**config.mk**
```make
export PLATFORM = sky130hd
export DESIGN_NAME = bal_alu
export DESIGN_NICKNAME = d
export VERILOG_FILES = /design/src/common/bal_pkg.sv /design/src/core/bal_alu.sv /design/src/core/bal_flag_reg.sv
export SDC_FILE = /design/constraint.sdc
export NUM_CORES = 1
export LEC_CHECK = 0
export BUFFER_PORTS_ARGS = -buffer_cell sky130_fd_sc_hd__buf_2
export CAP_MARGIN = 20
export CORE_UTILIZATION = 51
export DETAILED_ROUTE_END_ITERATION = 8
export GPL_TIMING_DRIVEN = 0
export PLACE_DENSITY = 0.78
export SLEW_MARGIN = 15
export SYNTH_ARGS = -nofsm -noshare
export SYNTH_HDL_FRONTEND = slang
export SYNTH_SLANG_ARGS = --single-unit
```
**constraint.sdc**
```tcl
create_clock -name CLK_I -period 3 [get_ports CLK_I]
set_clock_uncertainty 0.15 [all_clocks]
set_input_delay 0.3 -clock CLK_I [delete_from_list [all_inputs] [get_ports CLK_I]]
set_output_delay 0.3 -clock CLK_I [all_outputs]
set_load 0.02 [all_outputs]
```
**src/common/bal_pkg.sv**
```systemverilog
// Package for the byte arithmetic and logic datapath.
// Assumes a single core clock and an external decoder holding operands stable.
package bal_pkg;
	localparam int BAL_WIDTH = 8;
	localparam int BAL_WORD_WIDTH = 16;
	localparam int BAL_FLAG_WIDTH = 6;
	// Flag positions in the status vector
	localparam int BAL_FLAG_C = 0;
	localparam int BAL_FLAG_Z = 1;
	localparam int BAL_FLAG_N = 2;
	localparam int BAL_FLAG_V = 3;
	localparam int BAL_FLAG_S = 4;
	localparam int BAL_FLAG_H = 5;
	localparam logic [5:0] BAL_FLAGS_RESET = 6'h00;
	localparam logic [7:0] BAL_BYTE_RESET = 8'h00;
	localparam logic [7:0] BAL_ALL_ONES = 8'hff;
	localparam logic [7:0] BAL_ALL_ZERO = 8'h00;
	// Clocks taken by each class of operation
	localparam int BAL_BYTE_CYCLES = 1;
	localparam int BAL_WORD_CYCLES = 2;
	// Flag update masks per operation class (bit order H S V N Z C)
	localparam logic [5:0] BAL_MASK_ARITH = 6'h2f;
	localparam logic [5:0] BAL_MASK_WORD = 6'h1f;
	localparam logic [5:0] BAL_MASK_LOGIC = 6'h0e;
	localparam logic [5:0] BAL_MASK_INVERT = 6'h0f;

	typedef enum logic [4:0] {
		BAL_OP_NONE,
		BAL_OP_SUM,
		BAL_OP_CARRY_SUM,
		BAL_OP_WORD_IMMEDIATE_ADD,
		BAL_OP_MINUS,
		BAL_OP_IMMEDIATE_MINUS,
		BAL_OP_BORROW_MINUS,
		BAL_OP_IMMEDIATE_BORROW_MINUS,
		BAL_OP_WORD_IMMEDIATE_MINUS,
		BAL_OP_CONJUNCTION,
		BAL_OP_IMMEDIATE_CONJUNCTION,
		BAL_OP_DISJUNCTION,
		BAL_OP_IMMEDIATE_DISJUNCTION,
		BAL_OP_XOR,
		BAL_OP_INVERT,
		BAL_OP_SIGN_FLIP,
		BAL_OP_BITS_SET_MASK,
		BAL_OP_BITS_CLEAR_MASK
	} bal_op_t;

	// Request from the decoder and register file
	typedef struct packed {
		logic start;
		bal_op_t op;
		logic [7:0] dest_reg;
		logic [7:0] source_reg;
		logic [7:0] dest_high;
		logic [7:0] immediate_value;
	} bal_req_t;

	// Result handed back to the register file
	typedef struct packed {
		logic done;
		logic write_low;
		logic write_high;
		logic [7:0] result_low;
		logic [7:0] result_high;
	} bal_res_t;
endpackage : bal_pkg

```
**src/core/bal_alu.sv**
```systemverilog
// Byte arithmetic and logic datapath with two-clock word add and subtract.
// Assumes the decoder holds its request stable until the done pulse.
`timescale 1ns/10ps
module bal_alu
	import bal_pkg::*;
#(
	parameter int WIDTH = BAL_WIDTH
) (
	input wire logic CLK_I,
	input wire logic SYS_RST_I,
	input wire bal_req_t REQ_I,
	output bal_res_t RES_O,
	output logic [BAL_FLAG_WIDTH-1:0] FLAGS_O,
	output logic BUSY_O
);
	typedef enum logic [1:0] {BAL_ST_IDLE, BAL_ST_WORD_HIGH} bal_state_t;

	bal_state_t state;
	bal_state_t next_state;
	logic word_carry;
	logic [BAL_FLAG_WIDTH-1:0] flags;
	logic [BAL_FLAG_WIDTH-1:0] next_update;
	logic [BAL_FLAG_WIDTH-1:0] next_value;
	bal_res_t next_res;

	// Byte add or subtract with carry-in, returns {half, carry, overflow, sum}
	function automatic logic [10:0] bal_addsub(input logic [7:0] a, input logic [7:0] b,
			input logic cin, input logic sub);
		logic [7:0] bb;
		logic [8:0] full;
		logic [4:0] low;
		logic [7:0] r;
		logic h;
		logic c;
		logic v;
		bb = sub ? ~b : b;
		full = {1'b0, a} + {1'b0, bb} + {8'h00, (sub ? ~cin : cin)};
		low = {1'b0, a[3:0]} + {1'b0, bb[3:0]} + {4'h0, (sub ? ~cin : cin)};
		r = full[7:0];
		h = sub ? ~low[4] : low[4];
		c = sub ? ~full[8] : full[8];
		v = (a[7] == bb[7]) && (r[7] != a[7]);
		return {h, c, v, r};
	endfunction : bal_addsub

	// Decoded operation classes
	wire is_word_add = (REQ_I.op == BAL_OP_WORD_IMMEDIATE_ADD);
	wire is_word_sub = (REQ_I.op == BAL_OP_WORD_IMMEDIATE_MINUS);
	wire is_word = is_word_add || is_word_sub;
	wire carry_in = flags[BAL_FLAG_C];

	// Operand selection for the add/subtract path
	wire is_sub = (REQ_I.op == BAL_OP_MINUS) || (REQ_I.op == BAL_OP_IMMEDIATE_MINUS)
		|| (REQ_I.op == BAL_OP_BORROW_MINUS) || (REQ_I.op == BAL_OP_IMMEDIATE_BORROW_MINUS)
		|| (REQ_I.op == BAL_OP_SIGN_FLIP) || is_word_sub;
	wire use_imm = (REQ_I.op == BAL_OP_IMMEDIATE_MINUS)
		|| (REQ_I.op == BAL_OP_IMMEDIATE_BORROW_MINUS) || is_word;
	wire use_cin = (REQ_I.op == BAL_OP_CARRY_SUM) || (REQ_I.op == BAL_OP_BORROW_MINUS)
		|| (REQ_I.op == BAL_OP_IMMEDIATE_BORROW_MINUS);
	wire [7:0] arith_a = (REQ_I.op == BAL_OP_SIGN_FLIP) ? BAL_ALL_ZERO : REQ_I.dest_reg;
	wire [7:0] arith_b = (REQ_I.op == BAL_OP_SIGN_FLIP) ? REQ_I.dest_reg
		: (use_imm ? REQ_I.immediate_value : REQ_I.source_reg);
	wire arith_cin = use_cin ? carry_in : 1'b0;
	wire [10:0] arith = bal_addsub(arith_a, arith_b, arith_cin, is_sub);

	// High byte of the word path: pair high plus or minus the low carry
	wire [10:0] high = bal_addsub(REQ_I.dest_high, BAL_ALL_ZERO, word_carry, is_word_sub);
	wire [15:0] word_res = {high[7:0], RES_O.result_low};
	wire word_v = is_word_add ? (~REQ_I.dest_high[7] & high[7]) : (REQ_I.dest_high[7] & ~high[7]);
	wire word_c = is_word_add ? (~high[7] & REQ_I.dest_high[7]) : (high[7] & ~REQ_I.dest_high[7]);

	// Logic unit results
	wire [7:0] and_res = REQ_I.dest_reg & ((REQ_I.op == BAL_OP_IMMEDIATE_CONJUNCTION)
		? REQ_I.immediate_value : REQ_I.source_reg);
	wire [7:0] or_res = REQ_I.dest_reg | ((REQ_I.op == BAL_OP_IMMEDIATE_DISJUNCTION)
		|| (REQ_I.op == BAL_OP_BITS_SET_MASK) ? REQ_I.immediate_value : REQ_I.source_reg);
	wire [7:0] xor_res = REQ_I.dest_reg ^ REQ_I.source_reg;
	wire [7:0] inv_res = BAL_ALL_ONES - REQ_I.dest_reg;
	wire [7:0] clr_res = REQ_I.dest_reg & (BAL_ALL_ONES - REQ_I.immediate_value);

	// Result, flag values and flag update mask
	always_comb begin
		next_state = BAL_ST_IDLE;
		next_update = '0;
		next_value = '0;
		next_res = '0;
		case (state)
			BAL_ST_IDLE: begin
				if (REQ_I.start) begin
					next_res.write_low = 1'b1;
					next_res.done = 1'b1;
					case (REQ_I.op)
						BAL_OP_SUM, BAL_OP_CARRY_SUM,
						BAL_OP_MINUS, BAL_OP_IMMEDIATE_MINUS,
						BAL_OP_BORROW_MINUS,
						BAL_OP_IMMEDIATE_BORROW_MINUS,
						BAL_OP_SIGN_FLIP: begin
							next_res.result_low = arith[7:0];
							next_update = BAL_MASK_ARITH;
							next_value[BAL_FLAG_C] = arith[9];
							next_value[BAL_FLAG_V] = arith[8];
							next_value[BAL_FLAG_H] = arith[10];
						end
						BAL_OP_WORD_IMMEDIATE_ADD, BAL_OP_WORD_IMMEDIATE_MINUS: begin
							next_res.result_low = arith[7:0];
							next_res.done = 1'b0;
							next_state = BAL_ST_WORD_HIGH;
						end
						BAL_OP_CONJUNCTION, BAL_OP_IMMEDIATE_CONJUNCTION: begin
							next_res.result_low = and_res;
							next_update = BAL_MASK_LOGIC;
						end
						BAL_OP_DISJUNCTION, BAL_OP_IMMEDIATE_DISJUNCTION,
						BAL_OP_BITS_SET_MASK: begin
							next_res.result_low = or_res;
							next_update = BAL_MASK_LOGIC;
						end
						BAL_OP_XOR: begin
							next_res.result_low = xor_res;
							next_update = BAL_MASK_LOGIC;
						end
						BAL_OP_INVERT: begin
							next_res.result_low = inv_res;
							next_update = BAL_MASK_INVERT;
							next_value[BAL_FLAG_C] = 1'b1;
						end
						BAL_OP_BITS_CLEAR_MASK: begin
							next_res.result_low = clr_res;
							next_update = BAL_MASK_LOGIC;
						end
						default: begin
							next_res = '0;
						end
					endcase
					next_value[BAL_FLAG_Z] = (next_res.result_low == BAL_ALL_ZERO);
					next_value[BAL_FLAG_N] = next_res.result_low[7];
				end
			end
			BAL_ST_WORD_HIGH: begin
				next_res.write_high = 1'b1;
				next_res.done = 1'b1;
				next_res.result_low = RES_O.result_low;
				next_res.result_high = high[7:0];
				next_update = BAL_MASK_WORD;
				next_value[BAL_FLAG_Z] = (word_res == 16'h0000);
				next_value[BAL_FLAG_N] = high[7];
				next_value[BAL_FLAG_V] = word_v;
				next_value[BAL_FLAG_C] = word_c;
				next_value[BAL_FLAG_S] = high[7] ^ word_v;
			end
			default: begin
				next_state = BAL_ST_IDLE;
			end
		endcase
	end

	// State, low-byte carry and result registers
	always_ff @(posedge CLK_I or posedge SYS_RST_I) begin
		if (SYS_RST_I) begin
			state <= BAL_ST_IDLE;
			word_carry <= 1'b0;
			RES_O <= '0;
			BUSY_O <= 1'b0;
		end else begin
			state <= next_state;
			word_carry <= arith[9];
			RES_O <= next_res;
			BUSY_O <= (next_state == BAL_ST_WORD_HIGH);
		end
	end

	bal_flag_reg #(
		.FLAG_WIDTH(BAL_FLAG_WIDTH)
	) u_flags (
		.clk_i(CLK_I),
		.rst_i(SYS_RST_I),
		.update_i(next_update),
		.value_i(next_value),
		.flags_o(flags)
	);

	assign FLAGS_O = flags;
endmodule : bal_alu

```
**src/core/bal_flag_reg.sv**
```systemverilog
// Status flag holder with per-bit update enable.
// Assumes the datapath supplies a mask of flags the current operation touches.
`timescale 1ns/10ps
module bal_flag_reg
	import bal_pkg::*;
#(
	parameter int FLAG_WIDTH = BAL_FLAG_WIDTH
) (
	input wire logic clk_i,
	input wire logic rst_i,
	input wire logic [FLAG_WIDTH-1:0] update_i,
	input wire logic [FLAG_WIDTH-1:0] value_i,
	output logic [FLAG_WIDTH-1:0] flags_o
);
	// Each flag loads only when its update bit is set
	always_ff @(posedge clk_i or posedge rst_i) begin
		if (rst_i) begin
			flags_o <= BAL_FLAGS_RESET;
		end else begin
			flags_o <= (flags_o & ~update_i) | (value_i & update_i);
		end
	end
endmodule : bal_flag_reg

```
=== Yosys cells after proc, flatten, opt, wreduce, memory -nomap -nowiden ===
Cells that the tools add are included.

* Eq/ne operators: 21
* Muxes and demuxes: 37
* Reductions and logical operators: 23
* Bitwise gates (word level): 18
* Add/sub/neg operators: 8

{| class="wikitable"
|+ Operator list
! kind !! count
|-
| $mux W8 || 9
|-
| $pmux W8 S6 || 1
|-
| $eq A5 B4 Y1 const B || 8
|-
| $pmux W17 S2 || 1
|-
| $eq A5 B3 Y1 const B || 4
|-
| $mux W19 || 1
|-
| $pmux W6 S3 || 1
|-
| $mux W1 || 17
|-
| $reduce_or A17 Y1 || 1
|-
| $and A8 B8 Y8 || 2
|-
| $logic_not A16 Y1 || 1
|-
| $sub A8 B8 Y8 const A || 2
|-
| $reduce_or A15 Y1 || 1
|-
| $reduce_or A7 Y1 || 2
|-
| $and A6 B6 Y6 || 2
|-
| $pmux W6 S2 || 1
|-
| $logic_or A1 B1 Y1 || 11
|-
| $eq A5 B2 Y1 const B || 2
|-
| $eq A5 B5 Y1 const B || 2
|-
| $add A8 B8 Y9 || 1
|-
| $add A9 B1 Y9 || 1
|-
| $reduce_or A9 Y1 || 1
|-
| $add A8 B1 Y8 || 1
|-
| $add A8 B8 Y8 || 1
|-
| 24 further kinds || 33
|}

* Bits of input ports: 40
* Bits in registers: 29
* Output and inout bits: 26
* Logic and storage cells: 116

=== Depth between registers and ports, before layout ===
Gate-level depths: netlist (run 1).

* Depth after elaboration: 17
* Depth in mapped cells: 18
* Depth with buffers taken out: 16

=== By module ===
From an unflattened synthesis (run 1), not the netlist that was laid out.

* Cell total of the unflattened synthesis: 380
* Area, all modules: 3131.8 um^2

{| class="wikitable"
|+ By module, submodules not included
! module !! seq. area each (um^2) !! times used !! area each (um^2) !! cells an instance
|-
| bal_alu || 525.5 || 1 || 2887.8 || 367
|-
| bal_flag_reg || 150.1 || 1 || 244.0 || 13
|}

=== Worst setup path before layout (run 1) ===
No wires, ideal clock.

* Path type: in2reg
* Start: input REQ_I[33] in the netlist's numbering
* End: register with a tool-made name
* Setup time: 0.131 ns
* Slack: -0.826 ns
* Stages: 17
* Buffers on the path: 1
* Data required time: 2.719 ns
* Data arrival time: 3.545 ns
* Cell sequence: buf_2 -> nor4b_1 -> a21oi_1 -> nor2_2 -> mux2i_1 -> a21oi_1 -> xor2_1 -> fa_1 -> inv_1 -> fa_1 -> nand2b_1 -> a21oi_1 -> a31oi_1 -> o21bai_1 -> a21oi_1 -> nor4_1 -> o32ai_1

{| class="wikitable"
|+ RTL lines
! what !! RTL line !! text
|-
| from (decl) || bal_alu.sv:11 || <nowiki>input wire bal_req_t REQ_I,</nowiki>
|}

==> results of run 1 <==
==> final cells by class <==
| cell class | instances | area (um^2) |
|---|---|---|
| multi-input combinational | 330 | 2470 |
| fill | 497 | 1886 |
| buffer | 23 | 167.7 |
| timing repair buffer | 86 | 536.8 |
| tap | 75 | 93.84 |
| sequential | 27 | 675.6 |
| inverter | 12 | 46.29 |
| clock buffer | 4 | 45.04 |
==> layer usage <==
| layer | routed length [um] | global-route usage | vias to the layer above |
|---|---|---|---|
| li1 | - | - | 1624 |
| met1 | 4120 | 0.4064 | 1648 |
| met2 | 4745 | 0.5144 | 198 |
| met3 | 816 | 0.02955 | 22 |
| met4 | 269 | 0.1375 | 0 |
| met5 | 0 | 0 | - |
==> worst register-to-register path, delay by kind of cell, from the launching register on <==
| family | cells | cell delay [ns] |
|---|---|---|
| and+or+nand+nor | 5 | 0.74 |
| buffers and inverters | 1 | 0.05 |
| AOI/OAI and AO/OA | 6 | 1.02 |
| adders and majority gates | 2 | 0.65 |
| DFF | 1 | 0.43 |
==> logic make-up after synthesis <==
group / after synthesis / synth area share
AOI/OAI and AO/OA: 122 / 0.2709
muxes: 14 / 0.04547
and+or+nand+nor: 146 / 0.2549
xor gates and xnor gates: 31 / 0.09094
buffers and inverters: 36 / 0.04747
DFF: 27 / 0.2154
adders and majority gates: 17 / 0.07499
==> power by group through the flow <==
stage / logic (uW) / clock network, uW / registers (uW)
4_1_cts: 696 / 208 / 435
2_1_floorplan: 394 / 0 / 483
3_5_place_dp: 637 / 0 / 442
6_report: 771 / 204 / 435
3_3_place_gp: 623 / 0 / 441
5_1_grt: 824 / 225 / 440
==> final timing paths <==
check	start	to	slack, ns	depth (start not counted)
min in group asynchronous	SYS_RST_I	RES_O[10]$_DFFE_PP0N_	0.35	3
worst min register to register	flip-flop	flip-flop	0.34	2
worst min-delay path	REQ_I[37]	RES_O[17]$_DFF_PP0_	0.26	3
worst max-delay path	REQ_I[32]	flip-flop	-0.60	17
max in group asynchronous	SYS_RST_I	RES_O[6]$_DFF_PP0_	1.95	4
worst max register to register	flip-flop	flip-flop	-0.16	14
==> per-stage QoR <==
step | TNS [ns] | cells | hold WS, ns
after global routing | -5.791 | 557 | 0.2715
after global placement | -14.80 | 532 | 0.3175
after detailed placement | -15.59 | 532 | 0.3287
after floorplan | -3.646 | 393 | 0.2027
after CTS | -3.005 | 547 | 0.1229
final | -4.364 | 557 | 0.2619
==> repair_timing <==
item                       in CTS  in global routing
gates resized for setup        30                 18
setup endpoints to repair      16                 16
pin swaps                      23                 28
hold buffers                    0                  1
hold endpoints to repair        0                  5
buffers inserted               12                  9
==> layout by cell type, fill, tap and decap left out, types with 12 or more instances in the layout <==
| cell type | count |
|---|---|
| buf_2 | 64 |
| dfrtp_1 | 27 |
| mux2i_1 | 12 |
| nand2_1 | 23 |
| buf_4 | 23 |
| ha_1 | 13 |
| a21oi_1 | 22 |
| and2_1 | 16 |
| o21ai_0 | 12 |
| xor2_1 | 19 |
| nor2_1 | 38 |
==> impl_metrics.py, run 1 <==
metrics = {
    "timing": {
        "number_of_failing_hold_endpoints_at_the_final_stage": 0,
        "final_min_period_over_clock_period": 1.199,
        "maxSlewHeadroom": 0.3310,
        "finalMaxSlewViolations": 0,
        "grt_setup_unrepaired": "true",
        "tightestPinTransition_ns": 1.000,
        "min_period_ns": 3.596,
        "timing.fmax_ghz": 0.2781,
        "setup_viol": 13,
        "worst_slack_ns": -0.5961,
    },
    "critical_path": {
        "critical_path.max_stage_delay_ns": 0.37,
        "crit_slowest_cell": "fa_2",
        "critPathRequiredTime_ns": 2.99,
        "critical_path_endpoint_category": "flip-flop",
        "critPathBufInv": 2,
        "critical_path.max_fanout": 7,
        "crit_family": "simple AND/OR/NAND/NOR gates",
        "worst_path_cell_trace": "clkbuf_4, nor4b_4, a21oi_2, nor2_4, mux2i_1, a21oi_1, xor2_1, fa_2, inv_2, fa_2, nand2b_4, a21oi_4, a31oi_4, o21bai_1, a21oi_2, nor4_1, o32ai_2",
        "crit_type": "in2reg",
        "cp.arrival_ns": 3.59,
        "worstSetupStartpointType": "input port",
    },
    "power": {
        "cellLeakagePower_uw": 0.001907,
        "net_load_switching_power_uw": 568.5,
        "p_int_uw": 842.5,
        "combinationalPowerShare": 0.547,
        "p_seq_frac": 0.309,
        "vdd_ir_drop_max_uv": 298.4,
        "p_sw_frac": 0.4029,
        "powerDensity_nw_per_um2": 349.7,
        "power.total_uw": 1411,
        "power.share.clock": 0.145,
    },
    "global_route": {
        "first_global_vias": 3138,
        "overflow": 0,
        "grt_use_total": 0.3106,
        "maximum_number_of_pins_on_one_net_before_global_route_repair": 28,
        "grt_first_pass_wirelength_mm": 15.55,
        "antenna_found_initial": 0,
    },
    "yosys": {
        "synth.ff_latch_count": 27,
        "synth_flop_cell": "dfrtp_1",
        "synth_top_area_cell": "dfrtp_1",
        "average_cell_area_after_synthesis_um2": 7.982,
        "synth_largest_type_area_fraction": 0.2154,
        "ys_types": 70,
        "synth-edff-count": 0,
        "netlist_top_cells_area": "dfrtp_1 (22%), ha_1 (5.6%), xor2_1 (5.3%)",
        "asyncSetResetFlopFracSynth": 1.000,
        "synth_fp_nets": 450,
        "top_post_synthesis_cells_by_count": "nor2_1 (39), a21oi_1 (29), dfrtp_1 (27), nand2_1 (23), xor2_1 (19)",
        "synth.yosys.warnings": 0,
        "syn-instance-count": 393,
        "yosysSeqAreaShare": 0.2154,
        "syn_area_um2": 3137,
        "synth.most_common_cell": "nor2_1",
    },
    "run_status": {
        "outcome": "finished, violations left",
        "violated_checks": "negative setup slack",
    },
    "route": {
        "wire_length_per_cell_after_detailed_routing_um": 17.87,
        "dr_total_vias": 3492,
        "drt-pass1-iter-count": 5,
        "drc_violations_left": 0,
        "vias_per_cell": 6.269,
        "totalWireLength_mm": 9.952,
        "postRouteAntennaNets": 0,
        "drt-initial-drc-count": 265,
    },
    "layout": {
        "areaGrowthSynthToFinish_pct": 28.64,
        "postLayoutCellArea_um2": 4035,
        "antenna_cells": 0,
        "final_net_count": 540,
        "finalCoreUtilization": 0.6815,
        "final_layout_size_suffix_gt1_frac": 0.2884,
    },
    "floorplan": {
        "floorplan.io_pins": 66,
        "chipHeight_um": 80.43,
        "core.rowCount": 28,
        "initial_utilization": 0.5298,
        "core-area_um2": 5921,
        "floorplan.die_area_um2": 6468,
        "die_w_um": 80.43,
    },
    "clock_network": {
        "clk_path_buf_depth": 2,
        "cts-buffers-inserted": 3,
        "cts_htree_levels": 1,
        "path_clk_slew_ns": 0.09,
        "clock-sinks": 27,
        "clk_root_buffer_cell": "clkbuf_8",
        "cts_tree": "built",
        "clk_latency_ns": 0.27,
    },
    "place": {
        "placement_setup_slack_ns": -1.316,
        "numPortBuffers": 64,
        "placed_standard_cell_area_um2": 3628,
        "post-dp-hpwl_mm": 7.370,
        "gpl.final_weighted_congestion": 0.9679,
    },
    "hold_path": {
        "min_delay_path_class": "in2reg",
    },
    "run": {
        "drv.max_cap_violation_count": 0,
    },
}
Note: power is estimated with default switching activity, not from simulation.
==> inputs of run 2 (changes only) <==
--- a/config.mk
+++ b/config.mk
@@ -7,10 +7,10 @@
 export LEC_CHECK = 0
 export BUFFER_PORTS_ARGS = -buffer_cell sky130_fd_sc_hd__buf_2
 export CAP_MARGIN = 20
-export CORE_UTILIZATION = 51
+export CORE_UTILIZATION = 55
 export DETAILED_ROUTE_END_ITERATION = 8
-export GPL_TIMING_DRIVEN = 0
-export PLACE_DENSITY = 0.78
+export HOLD_SLACK_MARGIN = 0.08
+export PLACE_DENSITY = 0.8
 export SLEW_MARGIN = 15
 export SYNTH_ARGS = -nofsm -noshare
 export SYNTH_HDL_FRONTEND = slang
==> constraint.sdc (replaced) <==
create_clock -name CLK_I -period 4.1 [get_ports CLK_I]
set_clock_uncertainty 0.15 [all_clocks]
set_input_delay 0.41 -clock CLK_I [delete_from_list [all_inputs] [get_ports CLK_I]]
set_output_delay 0.41 -clock CLK_I [all_outputs]
set_load 0.02 [all_outputs]
==> impl_metrics.py, run 2 (synthesis results as in run 1) <==
metrics = {
    "clock_network": {
        "cts-buffers-inserted": 3,
        "clk_root_buffer_cell": "clkbuf_8",
        "clock-sinks": 27,
        "cts_tree": "built",
        "cts_htree_levels": 1,
        "path_clk_slew_ns": 0.08,
        "clk_path_buf_depth": 2,
        "clk_latency_ns": 0.27,
    },
    "critical_path": {
        "timing.critical_path.mode_cell": "a21oi_1",
        "crit_slowest_cell": "fa_1",
        "ff2ff_setup_slack_ns": 0.86,
        "critical_path.max_stage_delay_ns": 0.45,
        "critical_path.max_fanout": 26,
        "critPathRequiredTime_ns": 4.16,
        "critical_path_endpoint_category": "flip-flop",
        "cp.arrival_ns": 3.82,
        "timing.reg2reg.worst_path_depth": 14,
        "worst_path_cell_trace": "buf_2, buf_4, o21ba_2, a21oi_1, nor2_2, buf_4, mux2i_1, a21oi_1, xor2_1, inv_1, fa_1, nand2b_1, a21oi_1, xor2_1, a221oi_1, nand3_1, nand4b_1, o21ai_1",
        "worstSetupStartpointType": "input port",
        "crit_type": "in2reg",
    },
    "global_route": {
        "grt_first_pass_wirelength_mm": 14.98,
        "overflow": 0,
        "maximum_number_of_pins_on_one_net_before_global_route_repair": 28,
        "first_global_vias": 3044,
        "grt_use_total": 0.3185,
        "antenna_found_initial": 0,
    },
    "timing": {
        "min_period_ns": 3.765,
        "maxSlewHeadroom": 0.2561,
        "tns_ns": 0,
        "number_of_failing_hold_endpoints_at_the_final_stage": 0,
        "worst_slack_ns": 0.3349,
        "finalMaxSlewViolations": 0,
        "tightestPinTransition_ns": 1.112,
        "setup_viol": 0,
        "grt_setup_unrepaired": "false",
        "whs_ns": 0.3309,
        "timing.fmax_ghz": 0.2656,
        "final_min_period_over_clock_period": 0.9183,
    },
    "place": {
        "placed_standard_cell_area_um2": 3596,
        "post-dp-hpwl_mm": 7.251,
        "gpl.final_weighted_congestion": 1.073,
        "numPortBuffers": 65,
        "placement_setup_slack_ns": 0.01271,
    },
    "layout": {
        "antenna_cells": 0,
        "areaGrowthSynthToFinish_pct": 17.47,
        "final_common_cell": "buf_2",
        "final_cell_mix": "buf_2 (65), nor2_1 (39), a21oi_1 (29)",
        "final_net_count": 516,
        "postLayoutCellArea_um2": 3685,
        "final_layout_size_suffix_gt1_frac": 0.2140,
    },
    "power": {
        "powerDensity_nw_per_um2": 251.3,
        "power.total_uw": 925.8,
        "vdd_ir_drop_max_uv": 208.3,
        "cellLeakagePower_uw": 0.001766,
    },
    "route": {
        "wire_length_per_cell_after_detailed_routing_um": 17.28,
        "dr_total_vias": 3344,
        "drt-initial-drc-count": 237,
        "drt-pass1-iter-count": 5,
        "postRouteAntennaNets": 0,
        "totalWireLength_mm": 9.160,
        "drc_violations_left": 0,
        "vias_per_cell": 6.309,
    },
    "floorplan": {
        "chipHeight_um": 77.52,
        "core.rowCount": 27,
        "floorplan.die_area_um2": 6009,
        "core-area_um2": 5507,
        "floorplan.io_pins": 66,
        "die_w_um": 77.52,
        "initial_utilization": 0.5696,
    },
    "hold_path": {
        "min_path_cells": 2,
        "min_delay_path_class": "reg2reg",
    },
    "run_status": {
        "outcome": "complete, no violations",
    },
    "run": {
        "drv.max_cap_violation_count": 0,
    },
}
==> run 2: cell types whose count changed in the layout (fill, tap and decap cells not counted), moves of 3 or more <==
cell      before  now
clkbuf_1       7    1
buf_8          3    0
buf_6          5    0
clkbuf_4       3    0
buf_4         23   17
a21oi_1       22   29
a21oi_2        6    0
o21ai_0       12   15
==> run 2: report_power, final <==
group / total (uW) / leakage (uW) / switching (uW) / internal [uW]
logic: 461 / 0.00138 / 265 / 195
registers: 318 / 0.000359 / 22.7 / 296
clock network: 147 / 0.0000228 / 77.3 / 69.7
==> run 2: through the flow <==
step | cells | utilization
CTS | 528 | 0.6612
finish | 530 | 0.6692
global route | 530 | 0.6692
floorplan | 393 | -
global placement | 524 | 0.6530
detailed placement | 524 | 0.6530
==> run 2: worst max-delay path: cells and delay by family <==
family,cells,cell delay [ns]
multiplexers,1,0.11
adder cells (fa/ha/maj),1,0.45
XOR/XNOR,2,0.35
AO/OA/AOI/OAI,6,1.32
buffers and inverters,4,0.57
AND/OR/NAND/NOR,4,0.59
==> run 2: cell type report <==
cell class,instances,area (um^2)
clock buffer,4,45.04
fill,478,1822
inverter,12,45.04
multi-input combinational,330,2318
sequential,27,675.6
tap,72,90.09
timing repair buffer,85,510.5
==> run 2: routing by layer <==
layer,track usage,vias to the layer above,wire (um),share of wire
met5,0,-,0,0
met2,0.5301,189,4300,0.47
li1,-,1587,-,-
met3,0.02941,34,820,0.090
met4,0.1755,0,378,0.041
met1,0.4042,1534,3660,0.40
==> run 2: how the worst max path moves through the flow <==
stage,to,startpoint,slack (ns),depth (start not counted)
6_report,flip-flop,REQ_I[33],0.33,18
5_1_grt,flip-flop,REQ_I[33],0.05,18
4_1_cts,flip-flop,REQ_I[32],0.28,17
3_3_place_gp,flip-flop,REQ_I[32],0.07,17
3_5_place_dp,flip-flop,REQ_I[32],0.01,17
2_1_floorplan,flip-flop,REQ_I[33],0.16,17
==> run 2: what timing repair did <==
action                                  CTS  global route
hold buffers                              0             1
endpoints found under the setup margin    0             3
hold endpoints to repair                  0             6
resized for setup                         0             1
buffers inserted                          0             0
==> inputs of run 3 (changes only) <==
--- a/config.mk
+++ b/config.mk
@@ -10,8 +10,9 @@
 export CORE_UTILIZATION = 55
 export DETAILED_ROUTE_END_ITERATION = 8
 export HOLD_SLACK_MARGIN = 0.08
+export MAX_ROUTING_LAYER = met4
 export PLACE_DENSITY = 0.8
-export SLEW_MARGIN = 15
+export SLEW_MARGIN = 10
 export SYNTH_ARGS = -nofsm -noshare
 export SYNTH_HDL_FRONTEND = slang
 export SYNTH_SLANG_ARGS = --single-unit
==> impl_metrics.py, run 3 (synthesis results as in run 1) <==
metrics = {
    "run_status": {
        "outcome": "finished, violations left",
        "violated_checks": "design-rule violations",
    },
    "route": {
        "totalWireLength_mm": 9.148,
        "dr_total_vias": 3298,
        "wire_length_per_cell_after_detailed_routing_um": 17.29,
        "vias_per_cell": 6.234,
        "postRouteAntennaNets": 0,
        "drt-pass1-iter-count": 6,
        "drc_violations_left": 2,
        "drt-initial-drc-count": 203,
    },
    "critical_path": {
        "critical_path.max_fanout": 20,
        "ff2ff_setup_slack_ns": 0.85,
        "cp.arrival_ns": 3.90,
        "critPathLaunch": "REQ_I[35]",
        "critical_path_endpoint_category": "flip-flop",
        "worstSetupStartpointType": "input port",
        "critPathRequiredTime_ns": 4.15,
        "crit_type": "in2reg",
        "timing.reg2reg.worst_path_depth": 14,
    },
    "place": {
        "post-dp-hpwl_mm": 7.203,
        "placed_standard_cell_area_um2": 3591,
        "placed_cells_incl_taps": 525,
        "numPortBuffers": 65,
        "gpl.final_weighted_congestion": 1.075,
        "placement_setup_slack_ns": -0.07494,
    },
    "floorplan": {
        "floorplan.die_area_um2": 6009,
        "chipHeight_um": 77.52,
        "floorplan.io_pins": 66,
        "core.rowCount": 27,
        "core-area_um2": 5507,
        "initial_utilization": 0.5696,
        "die_w_um": 77.52,
    },
    "timing": {
        "number_of_failing_hold_endpoints_at_the_final_stage": 0,
        "setup_viol": 0,
        "worst_slack_ns": 0.2498,
        "grt_setup_unrepaired": "false",
        "maxSlewHeadroom": 0.2828,
        "whs_ns": 0.1970,
        "finalMaxSlewViolations": 0,
        "tightestPinTransition_ns": 1.073,
        "final_min_period_over_clock_period": 0.9391,
        "timing.fmax_ghz": 0.2597,
        "min_period_ns": 3.850,
    },
    "clock_network": {
        "cts-buffers-inserted": 3,
        "clk_path_buf_depth": 2,
        "clock-sinks": 27,
        "postCtsSetupRepairBufs": 0,
        "clk_root_buffer_cell": "clkbuf_8",
        "clk_latency_ns": 0.27,
        "cts_hold_buffers": 0,
        "cts_htree_levels": 1,
        "cts_tree": "built",
        "path_clk_slew_ns": 0.08,
    },
    "run": {
        "drv.max_cap_violation_count": 0,
    },
    "power": {
        "powerDensity_nw_per_um2": 254.2,
        "cellLeakagePower_uw": 0.001748,
        "combinationalPowerShare": 0.496,
        "power.total_uw": 925.7,
        "p_seq_frac": 0.345,
        "vdd_ir_drop_max_uv": 179.9,
        "p_sw_frac": 0.3977,
        "net_load_switching_power_uw": 368.1,
        "power.share.clock": 0.159,
        "p_int_uw": 557.6,
    },
    "global_route": {
        "grt_use_total": 0.3204,
        "first_global_vias": 2951,
        "maximum_number_of_pins_on_one_net_before_global_route_repair": 28,
        "antenna_found_initial": 0,
        "grt_first_pass_wirelength_mm": 14.70,
        "overflow": 0,
    },
    "layout": {
        "final_common_cell": "buf_2",
        "postLayoutCellArea_um2": 3642,
        "final_cell_mix": "buf_2 (65), nor2_1 (39), a21oi_1 (29)",
        "final_layout_size_suffix_gt1_frac": 0.2144,
        "antenna_cells": 0,
        "final_net_count": 515,
        "layout.cells.non_filler": 529,
        "areaGrowthSynthToFinish_pct": 16.11,
    },
    "hold_path": {
        "min_delay_path_class": "in2async",
    },
}
## run 3: cell count changes in the layout (fill, tap and decap cells not counted), sizes merged
| cell | before | now |
|---|---|---|
| dlygate4sd3 | 1 | 0 |
## run 3: how the worst min path moves through the flow
stage	slack, ns	to	startpoint	cells past startpoint
4_1_cts	0.23	RES_O[10]$_DFFE_PP0N_	SYS_RST_I	2
6_report	0.20	RES_O[10]$_DFFE_PP0N_	SYS_RST_I	2
5_1_grt	0.28	BUSY_O$_DFF_PP0_	SYS_RST_I	2
3_5_place_dp	0.35	flip-flop	flip-flop	2
3_3_place_gp	0.31	flip-flop	flip-flop	2
2_1_floorplan	0.31	BUSY_O$_DFF_PP0_	SYS_RST_I	1
## run 3: power by group through the flow
stage / Clock [uW] / Combinational (uW) / Sequential [uW]
after floorplan: 0 / 270 / 353
after global placement: 0 / 441 / 323
after detailed placement: 0 / 449 / 325
after CTS: 147 / 452 / 319
after global routing: 161 / 498 / 324
final: 147 / 459 / 319
## run 3: timing repair
item                       CTS  global route
setup endpoints to repair    0             2
gates resized for setup      0             1
hold endpoints to repair     0             0
## run 3: critical path, cell delays in order
cell and delay, ns:
buf_2 0.10, buf_4 0.19, o21ba_2 0.28, a21oi_1 0.08, nor2_2 0.17, buf_4 0.19
mux2i_1 0.21, a21oi_1 0.10, xor2_1 0.17, ha_1 0.29, a211oi_1 0.42, nor2_1 0.14
xor2_1 0.16, a221oi_1 0.42, nor4b_1 0.29, nand4b_1 0.13, o21ai_1 0.14
## run 3: stage by stage
stage	util	TNS (ns)
2_1_floorplan	-	0
3_3_place_gp	0.6521	0
3_5_place_dp	0.6521	-0.1583
4_1_cts	0.6603	0
5_1_grt	0.6614	0
6_report	0.6614	0
## run 3: routing by layer
metal  routed length, um  vias to the layer above  track usage
li1                    -                     1586            -
met1                3977                     1536       0.4143
met2                4380                      155       0.5336
met3                 591                       21      0.01882
met4                 198                        0       0.1075
met5                   0                        -            -
## run 3: layout make-up
| class | count | area, um^2 |
|---|---|---|
| multi-input cells | 330 | 2318 |
| fillers | 528 | 1864 |
| flip-flops and latches | 27 | 675.6 |
| repair buffers | 84 | 467.9 |
| well taps | 72 | 90.09 |
| clock buffers | 4 | 45.04 |
| inverters | 12 | 45.04 |
